[config.mk]
export PLATFORM = sky130hd
export DESIGN_NAME = srpdb_bank
export DESIGN_NICKNAME = d
export VERILOG_FILES = /design/src/srpdb_pkg.sv /design/src/srpdb_bank.sv
export SDC_FILE = /design/constraint.sdc
export NUM_CORES = 1
export LEC_CHECK = 0
export BUFFER_PORTS_ARGS = -buffer_cell sky130_fd_sc_hd__buf_2
export CORE_MARGIN = 3
export CORE_UTILIZATION = 62
export CTS_CLUSTER_SIZE = 20
export DETAILED_ROUTE_END_ITERATION = 8
export GPL_TIMING_DRIVEN = 0
export PLACE_DENSITY = 0.86
export SLEW_MARGIN = 5
export SYNTH_ARGS = -nofsm -noshare
export SYNTH_HDL_FRONTEND = slang
export SYNTH_SLANG_ARGS = --single-unit
[constraint.sdc]
create_clock -name ref_clk -period 5.75 [get_ports ref_clk]
set_input_delay 0.8625 -clock ref_clk [delete_from_list [all_inputs] [get_ports ref_clk]]
set_output_delay 0.8625 -clock ref_clk [all_outputs]
set_load 0.05 [all_outputs]
[src/srpdb_pkg.sv]
/*
 * Package for the servo ring parameter and diagnostic bank: parameter
 * indices, reset values, error codes and the service channel carriers.
 * Assumes the ring controller presents one service-channel access at a time.
 */
package srpdb_pkg;

    // parameter indices on the service channel
    localparam logic [15:0] IDX_CLASS2_WARN  = 16'h000c;
    localparam logic [15:0] IDX_POS_VEL_LIM  = 16'h0026;
    localparam logic [15:0] IDX_NEG_VEL_LIM  = 16'h0027;
    localparam logic [15:0] IDX_RX_RECOVERY  = 16'h0058;
    localparam logic [15:0] IDX_MDT_START    = 16'h0059;
    localparam logic [15:0] IDX_CMD_PROC     = 16'h005a;
    localparam logic [15:0] IDX_BIPOLAR_VEL  = 16'h005b;
    localparam logic [15:0] IDX_BIPOLAR_TRQ  = 16'h005c;
    localparam logic [15:0] IDX_STATUS_TEXT  = 16'h005f;
    localparam logic [15:0] IDX_RING_ADDR    = 16'h0060;
    localparam logic [15:0] IDX_WARN_MASK    = 16'h0061;

    // reported times, in microseconds
    localparam logic [15:0] RX_RECOVERY_US   = 16'h0032;
    localparam logic [15:0] CMD_PROC_US      = 16'h0032;

    localparam logic [15:0] WARN_MASK_RESET  = 16'hffff;
    // 3000 rpm in units of rpm/10000
    localparam logic [31:0] VEL_LIMIT_RESET  = 32'h01c9_c380;
    localparam int          OVERSPEED_BIT    = 10;
    localparam int          TEXT_DEPTH       = 32;
    localparam int          TEXT_AW          = 5;

    // service channel error codes
    localparam logic [15:0] ERR_NO_PARAM     = 16'h1001;
    localparam logic [15:0] ERR_READ_ONLY    = 16'h7004;
    localparam logic [15:0] ERR_WRONG_PHASE  = 16'h7005;
    localparam logic [15:0] ERR_BELOW_MIN    = 16'h7006;
    localparam logic [15:0] ERR_ABOVE_MAX    = 16'h7007;
    localparam logic [15:0] ERR_INVALID      = 16'h7008;
    localparam logic [15:0] ERR_NOT_SET      = 16'h7009;

    // communication phases
    localparam logic [2:0]  PHASE_CP2        = 3'h2;
    localparam logic [2:0]  PHASE_CP4        = 3'h4;

    typedef enum logic [2:0] {
        SRPDB_MODE_POSITION = 3'b001,
        SRPDB_MODE_VELOCITY = 3'b010,
        SRPDB_MODE_HOMING   = 3'b100
    } srpdb_mode_t;

    typedef struct packed {
        logic        valid;
        logic        write;
        logic [15:0] idx;
        logic [7:0]  elem;
        logic [31:0] wdata;
    } srpdb_req_t;

    typedef struct packed {
        logic        ack;
        logic        err;
        logic [15:0] code;
        logic [31:0] data;
    } srpdb_ans_t;

endpackage

[src/srpdb_bank.sv]
/*
 * Parameter and diagnostic bank of a servo drive on the ring: telegram
 * timing parameters, velocity and torque limits, status text, ring
 * address and the class 2 warning change bit.
 * Assumes service channel, mode, commands and text writes come from logic
 * on ref_clk; panel address and warning conditions are asynchronous pins.
 */
// Summary of operation
// recovery time reads back 50 us and cannot be written.
// master starts the MDT at the programmed time in phases 3 and 4; the bench master model only computes that time and sends no MDT.
// MDT start time writable only in phase 2, checked there, no default.
// master keeps MDT start above the AT-side lower bound.
// master keeps MDT start below the cycle-time upper bound.
// command processing time reads back 50 us, read-only.
// velocity and homing modes clamp the command to the bipolar limit.
// position mode sets fault bit 10 when velocity exceeds the limit.
// writing the bipolar limit writes both signed velocity limits.
// reading the bipolar limit with unequal magnitudes answers code 7008.
// one torque limit, zero to lesser peak current, defaulting to it.
// status text is a read-only variable-length byte array.
// ring address appears in both bytes of the arrangement word.
// ring address 0 to 63 from the panel; new unit uses zero.
// address zero makes the drive a repeater outside phase run-up.
// change of any unmasked warning sets change bit 12 of AT status.
// warning bits are live, never latched.
// reading the warning word clears the change bit.
// cleared mask bit blocks its warning; mask resets to ones.
// masked warnings still track in the warning word.
// writes outside the writable phases or to read-only data are refused.
module srpdb_bank (
    input  wire logic                ref_clk,
    input  wire logic                resetn,
    input  wire srpdb_pkg::srpdb_req_t sc_req,
    output      srpdb_pkg::srpdb_ans_t sc_ans,
    input  wire logic [2:0]          comm_phase,
    input  wire srpdb_pkg::srpdb_mode_t drive_mode,
    input  wire logic [31:0]         vel_cmd,
    input  wire logic [31:0]         vel_actual,
    input  wire logic                fault_clear,
    input  wire logic [15:0]         peak_current_motor,
    input  wire logic [15:0]         peak_current_amp,
    input  wire logic [5:0]          panel_address,
    input  wire logic [15:0]         warn_cond,
    input  wire logic                text_we,
    input  wire logic [4:0]          text_addr,
    input  wire logic [7:0]          text_char,
    input  wire logic [5:0]          text_len,
    input  wire logic                runup_req,
    output      logic [31:0]         vel_cmd_limited,
    output      logic [15:0]         manufacturer_fault_word,
    output      logic [31:0]         positive_velocity_limit,
    output      logic [31:0]         negative_velocity_limit,
    output      logic [15:0]         torque_limit,
    output      logic [15:0]         mdt_start_time,
    output      logic                at_status_c2d,
    output      logic                repeater_only,
    output      logic                runup_done,
    output      logic                runup_ok
);
    import srpdb_pkg::*;

    function automatic logic [31:0] magnitude(input logic [31:0] v);
        magnitude = v[31] ? 32'(-v) : v;
    endfunction

    function automatic logic [31:0] clamp(input logic [31:0] v,
                                          input logic [31:0] lim);
        if (magnitude(v) <= lim)
            clamp = v;
        else
            clamp = v[31] ? 32'(-lim) : lim;
    endfunction

    // pin synchronisers
    logic [5:0]  addr_meta;
    logic [5:0]  addr_sync;
    logic [15:0] warn_meta;
    logic [15:0] warn_sync;
    logic [15:0] warn_prev;

    logic [7:0]  text_mem [TEXT_DEPTH];
    logic [5:0]  text_count;

    logic [15:0] warn_mask;
    logic        mdt_set;
    logic        trq_init;
    logic [15:0] next_warn_mask;
    logic [15:0] next_mdt_start;
    logic        next_mdt_set;
    logic [31:0] next_pos_lim;
    logic [31:0] next_neg_lim;
    logic [15:0] next_torque;
    srpdb_ans_t  next_ans;

    logic [31:0] next_vel_cmd;
    logic [15:0] next_fault;
    logic        next_c2d;
    logic        next_runup_done;
    logic        next_runup_ok;

    logic [15:0] peak_min;
    logic        phase_2_to_4;
    logic        warn_read;
    logic [15:0] warn_change;

    always_comb
    begin
        peak_min = (peak_current_motor < peak_current_amp) ?
                   peak_current_motor : peak_current_amp;
        phase_2_to_4 = (comm_phase >= PHASE_CP2) &&
                       (comm_phase <= PHASE_CP4);
        warn_read = sc_req.valid && !sc_req.write &&
                    (sc_req.idx == IDX_CLASS2_WARN);
        warn_change = (warn_sync ^ warn_prev) & warn_mask;
    end

    // service channel: parameter store and answers
    always_comb
    begin
        next_warn_mask = warn_mask;
        next_mdt_start = mdt_start_time;
        next_mdt_set   = mdt_set;
        next_pos_lim   = positive_velocity_limit;
        next_neg_lim   = negative_velocity_limit;
        next_torque    = torque_limit;
        next_ans       = '0;
        if (!trq_init)
            next_torque = peak_min;
        if (sc_req.valid)
        begin
            next_ans.ack = 1'b1;
            if (sc_req.write)
            begin
                case (sc_req.idx)
                    IDX_MDT_START:
                        if (comm_phase != PHASE_CP2)
                            next_ans.err = 1'b1;
                        else
                        begin
                            next_mdt_start = sc_req.wdata[15:0];
                            next_mdt_set   = 1'b1;
                        end
                    IDX_BIPOLAR_VEL:
                        if (!phase_2_to_4)
                            next_ans.err = 1'b1;
                        else if (sc_req.wdata[31])
                        begin
                            next_ans.err  = 1'b1;
                            next_ans.code = ERR_BELOW_MIN;
                        end
                        else
                        begin
                            next_pos_lim = sc_req.wdata;
                            next_neg_lim = 32'(-sc_req.wdata);
                        end
                    IDX_POS_VEL_LIM:
                        if (!phase_2_to_4)
                            next_ans.err = 1'b1;
                        else
                            next_pos_lim = sc_req.wdata;
                    IDX_NEG_VEL_LIM:
                        if (!phase_2_to_4)
                            next_ans.err = 1'b1;
                        else
                            next_neg_lim = sc_req.wdata;
                    IDX_BIPOLAR_TRQ:
                        if (!phase_2_to_4)
                            next_ans.err = 1'b1;
                        else if (sc_req.wdata[15:0] > peak_min)
                        begin
                            next_ans.err  = 1'b1;
                            next_ans.code = ERR_ABOVE_MAX;
                        end
                        else
                            next_torque = sc_req.wdata[15:0];
                    IDX_WARN_MASK:
                        if (!phase_2_to_4)
                            next_ans.err = 1'b1;
                        else
                            next_warn_mask = sc_req.wdata[15:0];
                    IDX_RX_RECOVERY, IDX_CMD_PROC, IDX_STATUS_TEXT,
                    IDX_RING_ADDR, IDX_CLASS2_WARN:
                    begin
                        next_ans.err  = 1'b1;
                        next_ans.code = ERR_READ_ONLY;
                    end
                    default:
                    begin
                        next_ans.err  = 1'b1;
                        next_ans.code = ERR_NO_PARAM;
                    end
                endcase
                if (next_ans.err && next_ans.code == 16'h0000)
                    next_ans.code = ERR_WRONG_PHASE;
            end
            else
            begin
                case (sc_req.idx)
                    IDX_RX_RECOVERY:
                        next_ans.data = {16'h0000, RX_RECOVERY_US};
                    IDX_CMD_PROC:
                        next_ans.data = {16'h0000, CMD_PROC_US};
                    IDX_MDT_START:
                        if (!mdt_set)
                        begin
                            next_ans.err  = 1'b1;
                            next_ans.code = ERR_NOT_SET;
                        end
                        else
                            next_ans.data = {16'h0000, mdt_start_time};
                    IDX_BIPOLAR_VEL:
                        if (magnitude(positive_velocity_limit) !=
                            magnitude(negative_velocity_limit))
                        begin
                            next_ans.err  = 1'b1;
                            next_ans.code = ERR_INVALID;
                        end
                        else
                            next_ans.data =
                                magnitude(positive_velocity_limit);
                    IDX_POS_VEL_LIM:
                        next_ans.data = positive_velocity_limit;
                    IDX_NEG_VEL_LIM:
                        next_ans.data = negative_velocity_limit;
                    IDX_BIPOLAR_TRQ:
                        next_ans.data = {16'h0000, torque_limit};
                    IDX_STATUS_TEXT:
                        // char in low byte, current length above it
                        next_ans.data = {8'h00, 2'b00, text_count, 8'h00,
                            (sc_req.elem < {2'b00, text_count}) ?
                            text_mem[sc_req.elem[TEXT_AW-1:0]] :
                            8'h00};
                    IDX_RING_ADDR:
                        next_ans.data = {16'h0000, 2'b00, addr_sync,
                                         2'b00, addr_sync};
                    IDX_WARN_MASK:
                        next_ans.data = {16'h0000, warn_mask};
                    IDX_CLASS2_WARN:
                        next_ans.data = {16'h0000, warn_sync};
                    default:
                    begin
                        next_ans.err  = 1'b1;
                        next_ans.code = ERR_NO_PARAM;
                    end
                endcase
            end
        end
    end

    always_ff @(posedge ref_clk or negedge resetn)
    begin
        if (!resetn)
        begin
            warn_mask               <= WARN_MASK_RESET;
            mdt_start_time          <= 16'h0000;
            mdt_set                 <= 1'b0;
            positive_velocity_limit <= VEL_LIMIT_RESET;
            negative_velocity_limit <= 32'(-VEL_LIMIT_RESET);
            torque_limit            <= 16'h0000;
            trq_init                <= 1'b0;
            sc_ans                  <= '0;
        end
        else
        begin
            warn_mask               <= next_warn_mask;
            mdt_start_time          <= next_mdt_start;
            mdt_set                 <= next_mdt_set;
            positive_velocity_limit <= next_pos_lim;
            negative_velocity_limit <= next_neg_lim;
            torque_limit            <= next_torque;
            trq_init                <= 1'b1;
            sc_ans                  <= next_ans;
        end
    end

    // text store has no reset; only the length is meaningful after reset
    always_ff @(posedge ref_clk)
    begin
        if (text_we)
            text_mem[text_addr] <= text_char;
    end

    // motion limits, diagnostics, run-up
    always_comb
    begin
        next_vel_cmd    = vel_cmd;
        next_fault      = manufacturer_fault_word;
        if (drive_mode == SRPDB_MODE_VELOCITY ||
            drive_mode == SRPDB_MODE_HOMING)
            next_vel_cmd = clamp(vel_cmd, positive_velocity_limit);
        if (fault_clear)
            next_fault[OVERSPEED_BIT] = 1'b0;
        // set wins over a clear in the same cycle
        if (drive_mode == SRPDB_MODE_POSITION &&
            magnitude(vel_actual) > positive_velocity_limit)
            next_fault[OVERSPEED_BIT] = 1'b1;
        next_c2d = (at_status_c2d && !warn_read) || (|warn_change);
        next_runup_done = runup_req && (addr_sync != 6'h00);
        next_runup_ok   = runup_req && (addr_sync != 6'h00) &&
                          mdt_set && (comm_phase == PHASE_CP2);
    end

    always_ff @(posedge ref_clk or negedge resetn)
    begin
        if (!resetn)
        begin
            addr_meta               <= 6'h00;
            addr_sync               <= 6'h00;
            warn_meta               <= 16'h0000;
            warn_sync               <= 16'h0000;
            warn_prev               <= 16'h0000;
            text_count              <= 6'h00;
            vel_cmd_limited         <= 32'h0000_0000;
            manufacturer_fault_word <= 16'h0000;
            at_status_c2d           <= 1'b0;
            repeater_only           <= 1'b1;
            runup_done              <= 1'b0;
            runup_ok                <= 1'b0;
        end
        else
        begin
            addr_meta               <= panel_address;
            addr_sync               <= addr_meta;
            warn_meta               <= warn_cond;
            warn_sync               <= warn_meta;
            warn_prev               <= warn_sync;
            text_count              <= text_len;
            vel_cmd_limited         <= next_vel_cmd;
            manufacturer_fault_word <= next_fault;
            at_status_c2d           <= next_c2d;
            repeater_only           <= (addr_sync == 6'h00);
            runup_done              <= next_runup_done;
            runup_ok                <= next_runup_ok;
        end
    end
endmodule

* Word level (Yosys, flattened, before mapping)
Memory sizes are Yosys's and may differ from the RTL's.
Cells that the tools add are included.
** Storage, ports and cells
- Logic and storage cells :: 139
- Bits of input ports :: 206
- Bits in read-only memories :: 0
- Latch bits :: 0
- Bits in writable memories :: 256
- Output and inout bits :: 198
- Bits in registers :: 267
- Memories kept :: 1
** Operators by class
- $mul :: 0
- Shift-type cells :: 0
- Add/sub/neg operators :: 5
- Reduce and logical (&&, ||, !) cells :: 29
- Divide/modulo/power cells :: 0
- Bitwise logic cells :: 3
- Eq/ne operators :: 21
- Magnitude comparators :: 7
- Muxes and demuxes :: 50
** Memories
- text_mem :: words 32, bits a word 8, read ports 1, clocked after memory_dff 0, wr ports 1, line srpdb_bank.sv:81 : logic [7:0] text_mem [TEXT_DEPTH];
** Operator list (number)
- 32-bit 2-to-1 mux :: 14
- 32-bit case mux with 10 select lines :: 1
- 16-bit 2-to-1 mux :: 13
- 32-bit negation :: 5
- 16-bit by 7-bit == test with 1-bit output (second input constant) :: 8
- 32-bit case mux with 2 select lines :: 2
- 17-bit 2-to-1 mux :: 5
- 16-bit case mux with 4 select lines :: 1
- 17-bit case mux with 3 select lines :: 1
- 50-bit 2-to-1 mux :: 1
- 16-bit by 6-bit == test with 1-bit output (second input constant) :: 2
- 32-bit greater-than comparator :: 1
- 32-bit <= comparator :: 1
- 32-bit inequality test :: 1
- 16-bit bitwise AND :: 1
- 16-bit by 4-bit == test with 1-bit output (second input constant) :: 1
- 16-bit greater-than comparator :: 1
- 16-bit logical NOT :: 1
- 16-bit less-than comparator :: 1
- 16-bit OR reduction :: 1
- 16-bit XOR :: 1
- 6-bit AND reduction :: 2
- 1-bit 2-to-1 mux :: 10
- 1-bit logical AND :: 9
- other kinds (22) :: 31

* Longest topological paths before layout
- Word-level depth :: 13
- Gate-level depth with buffers :: 23
- Gate-level depth less buffers :: 21

* Least setup slack after synthesis
OpenSTA, ideal clock, no wires.
- Path type :: input -> register
- From :: input port vel_cmd[1]
- To :: register vel_cmd_limited[23]
- Library setup time :: 0.125 ns
- Slack :: -0.750 ns
- Data required time :: 5.625 ns
- Arrival :: 6.375 ns
- Cell stages on the path :: 21
- Buffers on the path :: 2
- Cell sequence :: or2_1 -> or4_4 -> or4_4 -> or4_1 -> or4_4 -> or4_1 -> or4_4 -> o31ai_1 -> xnor2_1 -> ha_1 -> a21o_1 -> a21o_1 -> a21o_1 -> a21o_1 -> a21o_1 -> a21oi_1 -> nor2b_1 -> o21ai_0 -> clkbuf_1 -> clkbuf_1 -> mux2_2
** On the way
- Cells in the longest elaborated chain, start to end :: 5
** Ends and longest elaborated chain
- start, declared :: line srpdb_bank.sv:37 : input wire logic [31:0] vel_cmd,
- 32-bit negation :: line srpdb_bank.sv:63 : magnitude = v[31] ? 32'(-v) : v;
- 32-bit 2-to-1 mux (*) :: line srpdb_bank.sv:63
- 32-bit <= comparator (*) :: line srpdb_bank.sv:68 : if (magnitude(v) <= lim)
- 32-bit 2-to-1 mux (*) :: line srpdb_bank.sv:68
- 32-bit 2-to-1 mux (*) :: line srpdb_bank.sv:288 : if (drive_mode == SRPDB_MODE_VELOCITY ||
- named net next_vel_cmd[23] :: line srpdb_bank.sv:95 : logic [31:0] next_vel_cmd;
- end signal, assigned :: line srpdb_bank.sv:328 : vel_cmd_limited <= next_vel_cmd;
- end, declared :: line srpdb_bank.sv:49 : output logic [31:0] vel_cmd_limited,
The timed path passes the listed nets; every way through them passes the cells marked *.
A chain may end at the register's enable or synchronous reset.

* Worst setup path in the final report
Ends and elaborated chain as after synthesis.

==> results.tsv <==
metric	value	unit
core_region_area	0.0423	mm^2
hold_ws	147	ps
io_pins	404	
critPathLaunchType	primary input	
cts.path.max_buffers	3	
cp-end-kind	flip-flop	
antenna_found_initial	0	
grtUsageTotal	39.8	%
wire_per_inst	28.1	um
dr.pass1.iters	6	
clock-sinks	513	
setup_viol	30	
die_h	214	um
syn_to_final_growth	18.0	%
status	finished with violations	
grt_max_degree	121	
tns	-1610	ps
htreeDepth	2	
cts_tree	yes	
timing.fmax	0.171	GHz
ys_seq_area_share	53.0	%
synth-seq-cells	513	
async_reset_ff_share	50.1	%
cp_max_fo	7	
dp_hpwl	68500	um
synthFlopType	edfxtp_1	
fin_crit	5850	ps
fill_cells	2822	
via_count	21517	
synth-edff-count	256	
avgSynthCellArea	12.3	um^2
crit_type	in2reg	
synth_cells	2181	
cts-root-buf	clkbuf_16	
arrival	6330	ps
finClkSkew	18.5	ps
numCtsBuffers	50	
synth_cell_type_count	66	
start_util	63.2	%
netlist_area	0.0268	mm^2
maxCapViolations	0	
critPathRequiredTime	6230	ps
tightest_slew	1320	ps
route.detailed.drc	0	
vdd_drop_max	0.268	mV
die_w	214	um
hold_path_class	in2async	
slew_viol_final	0	
insertion_delay	610	ps
path_clk_slew	60	ps
power.density	265	mW/mm^2
drtAntennaViolNets	0	
grt-ovfl-total	0	
finalWirelength	91800	um
fin_nets	2962	
vias_per_cell	6.58	
hold_violations	0	
yosys_warnings	0	
grt_pass1_vias	21146	
drive_gt1_share	27.3	%
grt_pass1_wl	133000	um
die_area	0.0457	mm^2
std_cell_rows	75	
slew_headroom	12.1	%
place_ws	-1090	ps
violations	negative setup slack	
finalCritPeriodShare	102	%
io_buffers	378	
p_leak	0.0131	uW
setup_ws	-102	ps
grt_setup_unrepaired	yes	
drtIter0Drc	2974	
routabilityCongestion	1.01	
==> per-stage QoR <==
| stage | utilization (%) | std cells | cell area, um^2 | total power (uW) |
|---|---|---|---|---|
| 2_1_floorplan | - | 2204 | 26900 | 4650 |
| 3_3_place_gp | 69.8 | 3159 | 29500 | 5000 |
| 3_5_place_dp | 69.9 | 3162 | 29600 | 5050 |
| 4_1_cts | 74.3 | 3263 | 31500 | 8360 |
| 5_1_grt | 74.6 | 3268 | 31600 | 8610 |
| 6_report | 74.6 | 3269 | 31600 | 8390 |
==> power breakdown <==
group,internal [uW],switching [uW]
clock network,1910,1440
registers,3950,61.7
logic,375,655
==> path summary, 6_finish.rpt <==
| path | startpoint | to | slack, ps | cells after the start |
|---|---|---|---|---|
| max | vel_cmd[1] | vel_cmd_limited[23] | -100 | 22 |
| min | resetn | mdt_start_time[15] | 150 | 1 |
| max reg2reg | positive_velocity_limit[8] | sc_ans[16] | 330 | 14 |
| min reg2reg | addr_meta[2] | addr_sync[2] | 350 | 0 |
| max in group asynchronous | resetn | vel_cmd_limited[12] | 4700 | 2 |
| min in group ref_clk | addr_meta[2] | addr_sync[2] | 350 | 0 |
==> sequential cells by signal (all words and copies together), names as in the netlist, 6 cells and up <==
| register | count |
|---|---|
| text_mem | 256 |
| vel_cmd_limited | 32 |
| mdt_start_time | 16 |
| addr_meta | 6 |
| torque_limit | 16 |
| warn_mask | 16 |
| negative_velocity_limit | 32 |
| sc_ans | 40 |
| text_count | 6 |
| addr_sync | 6 |
| positive_velocity_limit | 32 |
| warn_meta | 16 |
| warn_sync | 16 |
| warn_prev | 16 |
==> synthesized netlist by cell type, types with 6 or more instances <==
| library cell | count | share of area (%) |
|---|---|---|
| or2_2 | 6 | 0.14 |
| nand4_1 | 39 | 0.91 |
| mux2i_1 | 41 | 1.5 |
| mux4_2 | 80 | 6.7 |
| nor2_1 | 77 | 1.1 |
| buf_4 | 25 | 0.70 |
| a22oi_1 | 40 | 1.1 |
| dfrtp_1 | 214 | 20 |
| edfxtp_1 | 256 | 29 |
| buf_1 | 16 | 0.22 |
| nor2b_1 | 17 | 0.40 |
| or4_1 | 24 | 0.67 |
| nor4_1 | 29 | 0.68 |
| or3_1 | 13 | 0.30 |
| nand2b_1 | 35 | 0.82 |
| a222oi_1 | 14 | 0.52 |
| inv_1 | 75 | 1.1 |
| a21o_1 | 30 | 0.84 |
| xnor2_1 | 162 | 5.3 |
| clkbuf_1 | 90 | 1.3 |
| o31ai_1 | 50 | 1.4 |
| a211oi_1 | 6 | 0.17 |
| xor2_1 | 56 | 1.8 |
| ha_1 | 106 | 5.0 |
| nand3b_1 | 8 | 0.22 |
| o21a_1 | 8 | 0.22 |
| nand2_1 | 161 | 2.3 |
| mux2_2 | 65 | 2.7 |
| nor3_1 | 31 | 0.58 |
| a21oi_1 | 74 | 1.4 |
| o22ai_1 | 33 | 0.77 |
| or3b_2 | 6 | 0.20 |
| dfstp_2 | 43 | 4.2 |
| o41ai_1 | 19 | 0.62 |
| nand3_1 | 33 | 0.62 |
| o21ai_0 | 131 | 2.5 |
==> area by class of cell <==
cell class	instances	area (um^2)	area share, %
flip-flops and latches	513	14200	44.9
diodes	1	2.50	0.00792
repair buffers	394	2110	6.67
clock buffers	75	1470	4.64
plain buffers	132	674	2.14
inverters	75	282	0.891
clock inverters	18	218	0.689
multi-input cells	1484	11900	37.8
well taps	577	722	2.29
==> cell families (layout without fill, tap and decap cells) <==
logic type                 Yosys count  count (layout)  share of synthesized area [%]
xor gates and xnor gates           220             220                           7.30
muxes                              186             186                           11.0
other                                2              26                         0.0281
AOI/OAI and AO/OA                  438             438                           10.6
buffers and inverters              207             694                           3.26
and+or+nand+nor                    509             509                           9.88
adders and majority gates          106             106                           4.96
DFF                                513             513                           53.0
==> worst max-delay path: stages <==
cell and delay (ps):
buf_8 100, or2_1 240, or4_4 430, or4_4 430, or4_4 430, or4_4 430, or4_4 430, or4_4 470
nand2b_4 180, o31ai_4 190, xnor2_1 100, ha_1 310, nand4_1 80, or2_4 280, nor3_4 210, and4_4 280
o21ai_2 60, nand3_1 90, o21ai_2 90, buf_8 160, clkbuf_16 160, mux2_4 300
==> placed cells by master, fill, tap and decap left out, types with 35 or more instances in the layout <==
master     Yosys  layout
buf_2          0     375
edfxtp_1     256     256
dfrtp_1      214     214
xnor2_1      162     162
nand2_1      161     157
o21ai_0      131     114
ha_1         106     106
clkbuf_1      90      96
mux4_2        80      80
nor2_1        77      77
inv_1         75      75
a21oi_1       74      73
mux2_2        65      61
xor2_1        56      56
clkbuf_16      0      54
o31ai_1       50      48
dfstp_2       43      43
mux2i_1       41      41
a22oi_1       40      40
nand4_1       39      39
nand2b_1      35      35
==> per-layer routing <==
metal	vias to the layer above	routed length (um)	global-route usage, %
met3	325	9670	7.70
li1	9106	-	-
met2	1528	43700	65.5
met4	0	5510	20.1
met1	10558	32900	51.1
met5	-	0	0
==> timing repair <==
action | 4_1_cts | 5_1_grt
gates resized for setup | 32 | 21
hold buffers | 0 | 0
buffers inserted | 7 | 3
setup endpoints to repair | 41 | 65
pin swaps | 6 | 3
cloned | 1 | 2
(Power assumes the default switching activity.)
